`config.mk`:
```
export PLATFORM = sky130hd
export DESIGN_NAME = urc_uart_regs
export DESIGN_NICKNAME = d
export VERILOG_FILES = /design/src/core/urc_pkg.sv /design/src/core/urc_uart_regs.sv /design/src/core/urc_fifo.sv /design/src/core/urc_buf2.sv
export SDC_FILE = /design/constraint.sdc
export NUM_CORES = 2
export LEC_CHECK = 0
export ABC_AREA = 1
export BUFFER_PORTS_ARGS = -buffer_cell sky130_fd_sc_hd__buf_2
export CAP_MARGIN = 25
export CORE_MARGIN = 3
export CORE_UTILIZATION = 53
export DETAILED_ROUTE_END_ITERATION = 8
export PLACE_DENSITY = 0.68
export SLEW_MARGIN = 20
export SYNTH_ARGS = -nofsm -noshare
export SYNTH_HDL_FRONTEND = slang
export SYNTH_SLANG_ARGS = --single-unit
```
`constraint.sdc`:
```
create_clock -name sys_clk_i -period 55.2 [get_ports sys_clk_i]
set_input_delay 2.76 -clock sys_clk_i [delete_from_list [all_inputs] [get_ports sys_clk_i]]
set_output_delay 2.76 -clock sys_clk_i [all_outputs]
set_load 0.01 [all_outputs]
```
`src/core/urc_pkg.sv`:
```
// Shared constants for the UART channel register block
package urc_pkg;
  // Register addresses in normal mode
  localparam logic [2:0] ADDR_HOLD       = 3'h0;
  localparam logic [2:0] ADDR_INT_EN     = 3'h1;
  localparam logic [2:0] ADDR_INT_STAT   = 3'h2;
  localparam logic [2:0] ADDR_FIFO_CTL   = 3'h2;
  localparam logic [2:0] ADDR_LINE_CTL   = 3'h3;
  localparam logic [2:0] ADDR_MODEM_CTL  = 3'h4;
  localparam logic [2:0] ADDR_LINE_STAT  = 3'h5;
  localparam logic [2:0] ADDR_MODEM_STAT = 3'h6;
  localparam logic [2:0] ADDR_SCRATCH    = 3'h7;
  // Divisor page
  localparam logic [2:0] ADDR_DIV_LOW    = 3'h0;
  localparam logic [2:0] ADDR_DIV_HIGH   = 3'h1;
  // Enhanced page
  localparam logic [2:0] ADDR_TRIGGER    = 3'h0;
  localparam logic [2:0] ADDR_FEATURE    = 3'h1;
  localparam logic [2:0] ADDR_ENH_FUNC   = 3'h2;
  localparam logic [2:0] ADDR_RESUME_1   = 3'h4;
  localparam logic [2:0] ADDR_RESUME_2   = 3'h5;
  localparam logic [2:0] ADDR_PAUSE_1    = 3'h6;
  localparam logic [2:0] ADDR_PAUSE_2    = 3'h7;

  localparam logic [7:0] LINE_CTL_ENH_KEY = 8'hBF;
  localparam logic [7:0] REG_RST          = 8'h00;
  localparam int         DIV_EN_BIT       = 7;
  localparam int         ENH_EN_BIT       = 4;
  localparam int         FIFO_EN_BIT      = 0;
  localparam int         RX_RST_BIT       = 1;
  localparam int         TX_RST_BIT       = 2;
  localparam int         FEAT_RX_SEL_BIT  = 7;
  localparam int         IE_RX_BIT        = 0;
  localparam int         IE_TX_BIT        = 1;
  localparam int         IE_LINE_BIT      = 2;
  localparam int         IE_MODEM_BIT     = 3;
  localparam logic [7:0] IE_ENH_MASK      = 8'hF0;
  localparam logic [7:0] FIFO_CTL_ENH_MASK = 8'h30;
  localparam logic [7:0] MODEM_CTL_ENH_MASK = 8'hE0;
  localparam logic [7:0] FIFO_CTL_RST_MASK = 8'h06;
  localparam logic [1:0] TRIG_CUSTOM      = 2'h3;

  // Interrupt source codes, highest priority first
  localparam logic [5:0] INT_CODE_LINE    = 6'h06;
  localparam logic [5:0] INT_CODE_RX      = 6'h04;
  localparam logic [5:0] INT_CODE_TX      = 6'h02;
  localparam logic [5:0] INT_CODE_MODEM   = 6'h00;
  localparam logic [5:0] INT_CODE_NONE    = 6'h01;

  localparam int         FIFO_DEPTH       = 64;
  localparam int         FIFO_AW          = 6;
  localparam int         FIFO_CW          = 7;
  localparam logic [6:0] FIFO_FULL_CNT    = 7'h40;
  localparam int         RX_W             = 11;
  localparam int         TX_W             = 8;
  localparam logic [3:0][7:0] RX_TRIG_TAB = {8'h38, 8'h20, 8'h10, 8'h01};
  localparam logic [3:0][7:0] TX_TRIG_TAB = {8'h38, 8'h20, 8'h10, 8'h08};
endpackage : urc_pkg

```
`src/core/urc_uart_regs.sv`:
```
// UART channel register map, interrupt status and line status
// Notes on behaviour
// - Divisor low/high bytes sit at addresses 0 and 1 while divisor enable is set and line control is not the enhanced key.
// - Enhanced enable, FIFO and modem bits act only with enhanced bit 4 set.
// - Enable register gates rx, tx, line and modem sources into interrupt status.
// - FIFO mode rx interrupt rises at trigger level, drops below it.
// - Status code for trigger reached clears with output when fill drops below.
// - Data ready sets when a character enters the FIFO, clears when empty.
// - Receive and transmit indications occupy separate line status bits.
// - Line status bit 1 flags a receive overrun.
// - Line status bits 2-4 show errors of the head byte, else zero.
// - Line status bit 5 set while transmit holding is empty.
// - Line status bit 6 set only when transmit FIFO and shifter are empty.
// - Line status bit 7 set while any FIFO character carries an error.
// - Pending tx interrupt clears on status read or transmit byte write.
// - Enabling tx interrupt while holding is empty raises it at once.
`timescale 1ns/1ns
module urc_uart_regs
  import urc_pkg::*;
#(
  parameter logic [7:0] SILICON_REV = 8'h01, // Arbitrary value
  parameter logic [7:0] PART_ID     = 8'h5A  // Arbitrary value
)(
  input  wire logic        sys_clk_i,
  input  wire logic        rst_i,
  input  wire logic [2:0]  addr_i,
  input  wire logic [7:0]  wdata_i,
  input  wire logic        wr_i,
  input  wire logic        rd_i,
  output logic      [7:0]  rdata_o,
  output logic             irq_o,
  input  wire logic        rx_valid_i,
  input  wire logic [7:0]  rx_data_i,
  input  wire logic [2:0]  rx_err_i,
  output logic             tx_valid_o,
  output logic      [7:0]  tx_data_o,
  input  wire logic        tx_ready_i,
  input  wire logic        tx_shift_empty_i,
  input  wire logic [3:0]  modem_lines_i,
  input  wire logic [3:0]  modem_delta_i,
  output logic      [15:0] divisor_o,
  output logic      [7:0]  line_control_o
);
  typedef struct packed {
    logic [7:0] line_control;
    logic [7:0] interrupt_enable_reg;
    logic [7:0] fifo_control;
    logic [7:0] modem_control;
    logic [7:0] scratch;
    logic [7:0] baud_divisor_low;
    logic [7:0] baud_divisor_high;
    logic [7:0] feature_control;
    logic [7:0] enhanced_function;
    logic [7:0] rx_trigger_level;
    logic [7:0] tx_trigger_level;
    logic [7:0] flow_resume_char_1;
    logic [7:0] flow_resume_char_2;
    logic [7:0] flow_pause_char_1;
    logic [7:0] flow_pause_char_2;
    logic       overrun;
    logic       tx_int;
    logic       tx_need_q;
    logic [3:0] delta;
    logic [6:0] err_cnt;
    logic [7:0] rdata;
    logic       irq;
  } urc_regs_s;

  urc_regs_s         st;
  urc_regs_s         next_st;
  logic              enh;
  logic              div_sel;
  logic              norm;
  logic              efr_on;
  logic              fifo_on;
  logic [7:0]        ie_eff;
  logic [7:0]        fctl_eff;
  logic [7:0]        mctl_eff;
  logic [7:0]        rx_trig;
  logic [7:0]        tx_trig;
  logic [7:0]        lstat;
  logic [7:0]        istat;
  logic [5:0]        int_code;
  logic [RX_W-1:0]   rx_head;
  logic [TX_W-1:0]   tx_head;
  logic [6:0]        rx_cnt;
  logic [6:0]        tx_cnt;
  logic              rx_full;
  logic              rx_empty;
  logic              tx_full;
  logic              tx_empty;
  logic              rx_full_eff;
  logic              tx_full_eff;
  logic              rx_push;
  logic              rx_pop;
  logic              rx_clr;
  logic              tx_push;
  logic              tx_pop;
  logic              tx_clr;
  logic              tx_need;
  logic              buf_ready;
  logic              fctl_wr;
  logic              ie_tx_rise;
  logic              line_src;
  logic              rx_src;
  logic              tx_src;
  logic              modem_src;

  assign enh     = st.line_control == LINE_CTL_ENH_KEY;
  assign div_sel = st.line_control[DIV_EN_BIT] && !enh;
  assign norm    = !enh && !div_sel;
  assign efr_on  = st.enhanced_function[ENH_EN_BIT];
  assign fifo_on = st.fifo_control[FIFO_EN_BIT];

  // Enhanced bits stay stored but have no effect while the enhanced gate is shut
  assign ie_eff   = efr_on ? st.interrupt_enable_reg : st.interrupt_enable_reg & ~IE_ENH_MASK;
  assign fctl_eff = efr_on ? st.fifo_control : st.fifo_control & ~FIFO_CTL_ENH_MASK;
  assign mctl_eff = efr_on ? st.modem_control : st.modem_control & ~MODEM_CTL_ENH_MASK;

  assign rx_trig = (st.feature_control[5:4] == TRIG_CUSTOM) ? st.rx_trigger_level : RX_TRIG_TAB[fctl_eff[7:6]];
  assign tx_trig = (st.feature_control[5:4] == TRIG_CUSTOM) ? st.tx_trigger_level : TX_TRIG_TAB[fctl_eff[5:4]];

  // Without FIFOs each direction behaves as a one-byte holding position
  assign rx_full_eff = fifo_on ? rx_full : !rx_empty;
  assign tx_full_eff = fifo_on ? tx_full : !tx_empty;

  assign fctl_wr = wr_i && !enh && addr_i == ADDR_FIFO_CTL;
  assign rx_clr  = fctl_wr && wdata_i[FIFO_EN_BIT] && wdata_i[RX_RST_BIT];
  assign tx_clr  = fctl_wr && wdata_i[FIFO_EN_BIT] && wdata_i[TX_RST_BIT];
  assign rx_push = rx_valid_i && !rx_full_eff && !rx_clr;
  assign rx_pop  = rd_i && norm && addr_i == ADDR_HOLD && !rx_empty;
  assign tx_push = wr_i && norm && addr_i == ADDR_HOLD && !tx_full_eff;
  assign tx_pop  = !tx_empty && buf_ready && !tx_clr;
  assign tx_need = fifo_on ? ({1'b0, tx_cnt} < tx_trig) : tx_empty;
  assign ie_tx_rise = wr_i && norm && addr_i == ADDR_INT_EN && wdata_i[IE_TX_BIT] && !ie_eff[IE_TX_BIT];

  // Receive bits 0-4 and 7, transmit bits 5-6, so each direction polls alone
  assign lstat[0]   = !rx_empty;
  assign lstat[1]   = st.overrun;
  assign lstat[4:2] = rx_empty ? 3'h0 : rx_head[10:8];
  assign lstat[5]   = tx_empty;
  assign lstat[6]   = tx_empty && !tx_valid_o && tx_shift_empty_i;
  assign lstat[7]   = st.err_cnt != 7'h00;

  assign line_src  = ie_eff[IE_LINE_BIT] && (lstat[4:1] != 4'h0);
  assign rx_src    = ie_eff[IE_RX_BIT] && (fifo_on ? ({1'b0, rx_cnt} >= rx_trig) : !rx_empty);
  assign tx_src    = ie_eff[IE_TX_BIT] && st.tx_int;
  assign modem_src = ie_eff[IE_MODEM_BIT] && (st.delta != 4'h0);
  assign int_code  = line_src ? INT_CODE_LINE : rx_src ? INT_CODE_RX : tx_src ? INT_CODE_TX :
                     modem_src ? INT_CODE_MODEM : INT_CODE_NONE;
  assign istat     = {fifo_on, fifo_on, int_code};

  urc_fifo #(.W(RX_W)) u_rx_fifo (
    .sys_clk_i (sys_clk_i),
    .rst_i     (rst_i),
    .clr_i     (rx_clr),
    .push_i    (rx_push),
    .data_i    ({rx_err_i, rx_data_i}),
    .pop_i     (rx_pop),
    .data_o    (rx_head),
    .count_o   (rx_cnt),
    .full_o    (rx_full),
    .empty_o   (rx_empty)
  );

  urc_fifo #(.W(TX_W)) u_tx_fifo (
    .sys_clk_i (sys_clk_i),
    .rst_i     (rst_i),
    .clr_i     (tx_clr),
    .push_i    (tx_push),
    .data_i    (wdata_i),
    .pop_i     (tx_pop),
    .data_o    (tx_head),
    .count_o   (tx_cnt),
    .full_o    (tx_full),
    .empty_o   (tx_empty)
  );

  // A stalled transmit engine backs up into the FIFO instead of dropping a byte
  urc_buf2 #(.W(TX_W)) u_tx_buf (
    .sys_clk_i   (sys_clk_i),
    .rst_i       (rst_i),
    .clr_i       (tx_clr),
    .in_valid_i  (tx_pop),
    .in_data_i   (tx_head),
    .in_ready_o  (buf_ready),
    .out_valid_o (tx_valid_o),
    .out_data_o  (tx_data_o),
    .out_ready_i (tx_ready_i)
  );

  always_comb
  begin
    logic [7:0] rd_val;
    rd_val = 8'h00;
    next_st = st;
    next_st.irq = int_code != INT_CODE_NONE;
    next_st.tx_need_q = tx_need;

    unique case (addr_i)
      3'h0: rd_val = enh ? (st.feature_control[FEAT_RX_SEL_BIT] ? {1'b0, rx_cnt} : {1'b0, tx_cnt}) :
                     div_sel ? ((divisor_o == 16'h0000) ? SILICON_REV : st.baud_divisor_low) :
                     rx_head[7:0];
      3'h1: rd_val = enh ? st.feature_control :
                     div_sel ? ((divisor_o == 16'h0000) ? PART_ID : st.baud_divisor_high) : ie_eff;
      3'h2: rd_val = enh ? st.enhanced_function : istat;
      3'h3: rd_val = st.line_control;
      3'h4: rd_val = enh ? st.flow_resume_char_1 : mctl_eff;
      3'h5: rd_val = enh ? st.flow_resume_char_2 : lstat;
      3'h6: rd_val = enh ? st.flow_pause_char_1 : {modem_lines_i, st.delta};
      3'h7: rd_val = enh ? st.flow_pause_char_2 : st.scratch;
    endcase
    if (rd_i)
      next_st.rdata = rd_val;

    // Clears first, so a same-cycle set below wins
    if ((rd_i && !enh && addr_i == ADDR_INT_STAT && int_code == INT_CODE_TX) || tx_push)
      next_st.tx_int = 1'b0;
    if ((tx_need && !st.tx_need_q) || (ie_tx_rise && tx_need))
      next_st.tx_int = 1'b1;
    if (rd_i && !enh && addr_i == ADDR_LINE_STAT)
      next_st.overrun = 1'b0;
    if (rx_valid_i && rx_full_eff)
      next_st.overrun = 1'b1;
    next_st.delta = ((rd_i && !enh && addr_i == ADDR_MODEM_STAT) ? 4'h0 : st.delta) | modem_delta_i;

    if (rx_clr)
      next_st.err_cnt = 7'h00;
    else
      next_st.err_cnt = st.err_cnt + {6'h00, rx_push && rx_err_i != 3'h0}
                        - {6'h00, rx_pop && rx_head[10:8] != 3'h0};

    if (wr_i && addr_i == ADDR_LINE_CTL)
      next_st.line_control = wdata_i;
    else if (wr_i && enh)
    begin
      unique case (addr_i)
        ADDR_TRIGGER:
          if (st.feature_control[FEAT_RX_SEL_BIT])
            next_st.rx_trigger_level = wdata_i;
          else
            next_st.tx_trigger_level = wdata_i;
        ADDR_FEATURE:  next_st.feature_control    = wdata_i;
        ADDR_ENH_FUNC: next_st.enhanced_function  = wdata_i;
        ADDR_RESUME_1: next_st.flow_resume_char_1 = wdata_i;
        ADDR_RESUME_2: next_st.flow_resume_char_2 = wdata_i;
        ADDR_PAUSE_1:  next_st.flow_pause_char_1  = wdata_i;
        ADDR_PAUSE_2:  next_st.flow_pause_char_2  = wdata_i;
        default: ;
      endcase
    end
    else if (wr_i && div_sel && addr_i == ADDR_DIV_LOW)
      next_st.baud_divisor_low = wdata_i;
    else if (wr_i && div_sel && addr_i == ADDR_DIV_HIGH)
      next_st.baud_divisor_high = wdata_i;
    else if (wr_i && norm && addr_i == ADDR_INT_EN)
      next_st.interrupt_enable_reg = wdata_i;
    else if (fctl_wr)
      // Other bits only program while the enable bit is written as one; resets self-clear
      next_st.fifo_control = wdata_i[FIFO_EN_BIT] ? (wdata_i & ~FIFO_CTL_RST_MASK) : REG_RST;
    else if (wr_i && !enh && addr_i == ADDR_MODEM_CTL)
      next_st.modem_control = wdata_i;
    else if (wr_i && !enh && addr_i == ADDR_SCRATCH)
      next_st.scratch = wdata_i;
  end

  always_ff @(posedge sys_clk_i or posedge rst_i)
  begin
    if (rst_i)
      // Need starts high so that leaving reset is not taken as the holding position emptying
      st <= '{tx_need_q: 1'b1, default: '0};
    else
      st <= next_st;
  end

  assign rdata_o        = st.rdata;
  assign irq_o          = st.irq;
  assign divisor_o      = {st.baud_divisor_high, st.baud_divisor_low};
  assign line_control_o = st.line_control;

  AST_DIV_LOW_WRITE:
    assert property (@(posedge sys_clk_i) disable iff (rst_i)
      wr_i && div_sel && addr_i == ADDR_DIV_LOW |=> divisor_o[7:0] == $past(wdata_i))
    else $error("divisor low byte not written");
  AST_ENH_GATED:
    assert property (@(posedge sys_clk_i) disable iff (rst_i)
      rd_i && norm && addr_i == ADDR_INT_EN && !efr_on |=> rdata_o[7:4] == 4'h0)
    else $error("enhanced enable bits read back while gate shut");
  AST_RX_INT_RAISE:
    assert property (@(posedge sys_clk_i) disable iff (rst_i)
      fifo_on && ie_eff[IE_RX_BIT] && {1'b0, rx_cnt} >= rx_trig |=> irq_o)
    else $error("receive trigger reached without interrupt");
  AST_RX_CODE_DROP:
    assert property (@(posedge sys_clk_i) disable iff (rst_i)
      fifo_on && {1'b0, rx_cnt} < rx_trig |-> int_code != INT_CODE_RX)
    else $error("receive code shown below trigger");
  AST_DATA_READY:
    assert property (@(posedge sys_clk_i) disable iff (rst_i) rx_push |=> lstat[0])
    else $error("data ready not set after receive");
  AST_OVERRUN:
    assert property (@(posedge sys_clk_i) disable iff (rst_i) rx_valid_i && rx_full_eff |=> lstat[1])
    else $error("overrun not flagged");
  AST_HEAD_ERR_EMPTY:
    assert property (@(posedge sys_clk_i) disable iff (rst_i) rx_clr |=> lstat[4:2] == 3'h0)
    else $error("error bits shown with empty receive FIFO");
  AST_TX_NOT_EMPTY:
    assert property (@(posedge sys_clk_i) disable iff (rst_i) tx_push |=> !lstat[5] && !lstat[6])
    else $error("transmit empty after accepted write");
  AST_ERR_GLOBAL:
    assert property (@(posedge sys_clk_i) disable iff (rst_i) rx_push && rx_err_i != 3'h0 |=> lstat[7])
    else $error("errored character not flagged globally");
  AST_TX_INT_CLEAR:
    assert property (@(posedge sys_clk_i) disable iff (rst_i)
      tx_push && !(tx_need && !st.tx_need_q) |=> !st.tx_int)
    else $error("transmit interrupt not cleared by write");
  AST_TX_INT_ENABLE:
    assert property (@(posedge sys_clk_i) disable iff (rst_i) ie_tx_rise && tx_need |=> st.tx_int ##1 irq_o)
    else $error("transmit interrupt not raised on enable");
  AST_ERR_RESET:
    assert property (@(posedge sys_clk_i) disable iff (rst_i) rx_clr |=> !lstat[7])
    else $error("global error kept after FIFO reset");
endmodule : urc_uart_regs

```
`src/core/urc_fifo.sv`:
```
// 64-entry synchronous FIFO with fill count and clear
`timescale 1ns/1ns
module urc_fifo
  import urc_pkg::*;
#(
  parameter int W = 8
)(
  input  wire logic               sys_clk_i,
  input  wire logic               rst_i,
  input  wire logic               clr_i,
  input  wire logic               push_i,
  input  wire logic [W-1:0]       data_i,
  input  wire logic               pop_i,
  output logic      [W-1:0]       data_o,
  output logic      [FIFO_CW-1:0] count_o,
  output logic                    full_o,
  output logic                    empty_o
);
  typedef struct packed {
    logic [FIFO_DEPTH-1:0][W-1:0] mem;
    logic [FIFO_AW-1:0]           wp;
    logic [FIFO_AW-1:0]           rp;
    logic [FIFO_CW-1:0]           cnt;
  } urc_fifo_s;

  urc_fifo_s st;
  urc_fifo_s next_st;
  logic      do_push;
  logic      do_pop;

  assign full_o  = st.cnt == FIFO_FULL_CNT;
  assign empty_o = st.cnt == '0;
  assign count_o = st.cnt;
  assign data_o  = st.mem[st.rp];
  assign do_push = push_i && !full_o;
  assign do_pop  = pop_i && !empty_o;

  always_comb
  begin
    next_st = st;
    if (clr_i)
    begin
      next_st.wp  = '0;
      next_st.rp  = '0;
      next_st.cnt = '0;
    end
    else
    begin
      if (do_push)
      begin
        next_st.mem[st.wp] = data_i;
        next_st.wp         = st.wp + 6'h01;
      end
      if (do_pop)
        next_st.rp = st.rp + 6'h01;
      next_st.cnt = st.cnt + {6'h00, do_push} - {6'h00, do_pop};
    end
  end

  always_ff @(posedge sys_clk_i or posedge rst_i)
  begin
    if (rst_i)
      st <= '0;
    else
      st <= next_st;
  end
endmodule : urc_fifo

```
`src/core/urc_buf2.sv`:
```
// Two-entry valid/ready buffer with registered outputs
`timescale 1ns/1ns
module urc_buf2
  import urc_pkg::*;
#(
  parameter int W = TX_W
)(
  input  wire logic         sys_clk_i,
  input  wire logic         rst_i,
  input  wire logic         clr_i,
  input  wire logic         in_valid_i,
  input  wire logic [W-1:0] in_data_i,
  output logic              in_ready_o,
  output logic              out_valid_o,
  output logic      [W-1:0] out_data_o,
  input  wire logic         out_ready_i
);
  typedef struct packed {
    logic [1:0][W-1:0] d;
    logic [1:0]        v;
  } urc_buf_s;

  urc_buf_s st;
  urc_buf_s next_st;
  logic     pop;
  logic     push;

  assign out_valid_o = st.v[0];
  assign out_data_o  = st.d[0];
  assign in_ready_o  = !st.v[1];
  assign pop         = st.v[0] && out_ready_i;
  assign push        = in_valid_i && !st.v[1];

  always_comb
  begin
    next_st = st;
    if (clr_i)
      next_st.v = 2'h0;
    else
    begin
      if (pop)
      begin
        next_st.d[0] = st.d[1];
        next_st.v    = {1'b0, st.v[1]};
      end
      if (push && !next_st.v[0])
      begin
        next_st.d[0] = in_data_i;
        next_st.v[0] = 1'b1;
      end
      else if (push)
      begin
        next_st.d[1] = in_data_i;
        next_st.v[1] = 1'b1;
      end
    end
  end

  always_ff @(posedge sys_clk_i or posedge rst_i)
  begin
    if (rst_i)
      st <= '0;
    else
      st <= next_st;
  end
endmodule : urc_buf2

```
==> results.sh <==
export IMPL_numCtsBuffers=151
export IMPL_p_sw_frac=0.388
export IMPL_numPortBuffers=78
export IMPL_ff2ff_setup_slack_ns=49.07
export IMPL_fin_tns_setup_ns=0
export IMPL_critPathArrivalTime_ns=6.75
export IMPL_syn_avg_cell_area_um2=8.28
export IMPL_ys_seq_area_frac=0.550
export IMPL_finalCritPeriodShare=0.111
export IMPL_cts_tree="built"
export IMPL_clkPwrFrac=0.293
export IMPL_synth_xor_area_share=0.00123
export IMPL_num_rows=127
export IMPL_r2r_start="u_rx_fifo.st[7]"
export IMPL_drcViolationCount=2
export IMPL_critPathRequiredTime_ns=55.82
export IMPL_worst_pin_slew_ns=1.09
export IMPL_num_vias=54597
export IMPL_crit_type="flip-flop to flip-flop"
export IMPL_reg2reg_to="st[15]"
export IMPL_synthesis_area_um2=64300
export IMPL_synthTopCellsByCount="nand2_1, o21ai_0, dfrtp_1, nor2_1, clkbuf_1"
export IMPL_first_global_vias=50857
export IMPL_synth_mux_area_frac=0.00419
export IMPL_min_to="rdata_o[3]"
export IMPL_hp_class="flip-flop to flip-flop"
export IMPL_yosys_cell_types_count=49
export IMPL_grt_max_degree=168
export IMPL_p_comb_frac=0.329
export IMPL_cts_hold_buf=0
export IMPL_rsz0062_at_grt="false"
export IMPL_p_int_w=0.00215
export IMPL_min_period_ns=6.13
export IMPL_antenna_left=0
export IMPL_violations="design-rule violations"
export IMPL_multi_input_area_um2=25700
export IMPL_hold_depth=2
export IMPL_grt_pass1_wl_um=299000
export IMPL_hold_viol_final=0
export IMPL_cts_root_buffer="clkbuf_16"
export IMPL_slowest_stage="buf_4"
export IMPL_dr_pass1_iters=8
export IMPL_antenna_found_initial=2
export IMPL_via_per_inst=5.96
export IMPL_yosysWarnings=0
export IMPL_crit_buf_inv=7
export IMPL_synthAdderAreaFrac=0.00950
export IMPL_synthFlopType="dfrtp_1"
export IMPL_p_seq_frac=0.378
export IMPL_gp_congestion=0.893
export IMPL_peakVddDrop_mv=0.0355
export IMPL_wl_per_cell_um=20.7
export IMPL_end_kind="flip-flop"
export IMPL_synth_area_leaders="dfrtp_1, nand2_1, o21ai_0"
export IMPL_seqCellArea_um2=35400
export IMPL_dieArea_um2=125000
export IMPL_path_clk_slew_ns=0.06
export IMPL_h_tree_depth=4
export IMPL_die_h_um=354
export IMPL_drive_gt1_frac=0.0669
export IMPL_setup_viol=0
export IMPL_clock_path_buffers=3
export IMPL_finalClockSkew_ns=0.0238
export IMPL_async_reset_ff_frac=1.00
export IMPL_min_from="rdata_o[3]"
export IMPL_synth_most_common_cell="nand2_1"
export IMPL_core_area_um2=120000
export IMPL_power_leakage_nw=31.5
export IMPL_ys_seq_elements=1412
export IMPL_maxCapViolCount=0
export IMPL_hpwl_um=111000
export IMPL_path_max_fanout=127
export IMPL_synth_top_area_frac=0.549
export IMPL_grt_use_total=0.301
export IMPL_power_switching_w=0.00136
export IMPL_synth_compound_area_share=0.190
export IMPL_insertion_delay_ns=0.76
export IMPL_start_util=0.535
export IMPL_reg2reg_depth=26
export IMPL_synth_top_family_by_area="simple AND/OR/NAND/NOR gates"
export IMPL_fmax_mhz=163
export IMPL_outcome="finished with violations"
export IMPL_overflow=0
export IMPL_syn_to_final_growth_pct=8.96
export IMPL_crit_path_start_kind="flip-flop"
export IMPL_io_pins=79
export IMPL_clock_sinks=1412
export IMPL_die_width_um=354
export IMPL_final_max_slew_viol_count=0
export IMPL_fillCellCount=10799
export IMPL_drt_wl_total_um=190000
export IMPL_syn_inst=7757
export IMPL_critPathTopFamily="buffers and inverters"
export IMPL_fin_nets=7519
export IMPL_worst_hold_slack_ns=0.476
export IMPL_synth_edf_count=0
export IMPL_p_per_area_nw_per_um2=50.3
export IMPL_relSlewSlack=0.274
export IMPL_synth_simple_area_share=0.194
export IMPL_final_core_util=0.583
export IMPL_cts_resized=0
export IMPL_critPathMaxStageDelay_ns=0.76
export IMPL_drtIter0Drc=6815
export IMPL_cts_setup_buffers=0
export IMPL_yosysTopAreaCell="dfrtp_1"
export IMPL_synth_nets=7841
[logic make-up after synthesis]
family                     count (synthesis)
muxes                                     26
xor gates and xnor gates                   9
AOI/OAI and AO/OA                       2314
and+or+nand+nor                         3135
DFF                                     1412
buffers and inverters                    814
adders and majority gates                 47
[worst reg2reg max path, stage by stage, from the launching register on]
cell and delay (ns):
dfrtp_4 0.75, inv_8 0.61, buf_4 0.75, buf_4 0.78
nand2_1 0.14, nand3_1 0.11, nand3_1 0.19, nand2_1 0.19
nand3_1 0.09, nand3_1 0.29, nand2_1 0.09, nand3_1 0.09
nand2_1 0.05, inv_1 0.05, ha_1 0.21, inv_1 0.05
ha_1 0.15, inv_1 0.06, fa_1 0.43, o31ai_1 0.32
inv_1 0.07, nor2_1 0.14, nor2_1 0.06, nor2_1 0.10
nor2_1 0.06, xor2_1 0.12, nor2_1 0.05
[state kept, by name, summed over array words and instances, names as in the netlist, 8 cells and up]
signal / cells
rdata_o: 8
u_tx_buf.st: 9
line_control_o: 8
divisor_o: 16
u_tx_fifo.st: 524
st: 104
u_tx_buf.out_data_o: 8
u_rx_fifo.st: 716
[power by group through the flow]
stage	registers, W	logic [W]	clock network [W]
floorplan	0.00129	0.000783	0
global placement	0.00134	0.00111	0
detailed placement	0.00134	0.00113	0
CTS	0.00133	0.00113	0.00104
global route	0.00135	0.00127	0.00109
finish	0.00133	0.00116	0.00103
[per-stage QoR]
stage | setup slack, ns | cells | power (W) | area (µm²)
finish | 49.07 | 9166 | 0.00352 | 70000
global placement | 48.01 | 8884 | 0.00245 | 64700
floorplan | 12.62 | 7757 | 0.00208 | 64300
global route | 48.41 | 9165 | 0.00371 | 70000
detailed placement | 47.96 | 8887 | 0.00247 | 64800
CTS | 48.79 | 9158 | 0.00350 | 69900
[per-layer routing]
metal  GRT usage  wire length, µm  up-vias
li1            -                -    25295
met1       0.447            83700    26620
met2       0.446            83800     2343
met3      0.0563            16600      337
met4       0.100             5770        2
met5           0                9        -
[worst max path at each step]
stage                     from                 to  slack [ns]  depth (start not counted)
3_3_place_gp             rst_i  u_rx_fifo.st[623]       48.01                          6
5_1_grt                  rst_i  u_rx_fifo.st[181]       48.41                          6
2_1_floorplan            rst_i       divisor_o[0]       12.62                          1
4_1_cts                  rst_i  u_rx_fifo.st[610]       48.79                          6
6_report       u_rx_fifo.st[7]             st[15]       49.07                         26
3_5_place_dp             rst_i  u_rx_fifo.st[623]       47.96                          6
[cell usage in the layout, fill, tap and decap left out, types with 53 or more instances in the layout]
master     instances
nand2_1         2165
o21ai_0         1542
dfrtp_1         1406
nor2_1           582
o21ai_1          298
nand3_1          239
o22ai_1          169
a21oi_1          163
clkbuf_16        159
inv_1            128
buf_4             84
buf_2             80
nor3_1            54
o221ai_1          53
[cell type report]
cell class              count  area share
diodes                      1   0.0000357
clock buffers             233      0.0671
clock inverters            38     0.00586
inverters                 164     0.00911
multi-input cells        5531       0.367
flip-flops and latches   1412       0.505
well taps                1612      0.0288
repair buffers            175      0.0173
Power figures use the tool's default switching activity.
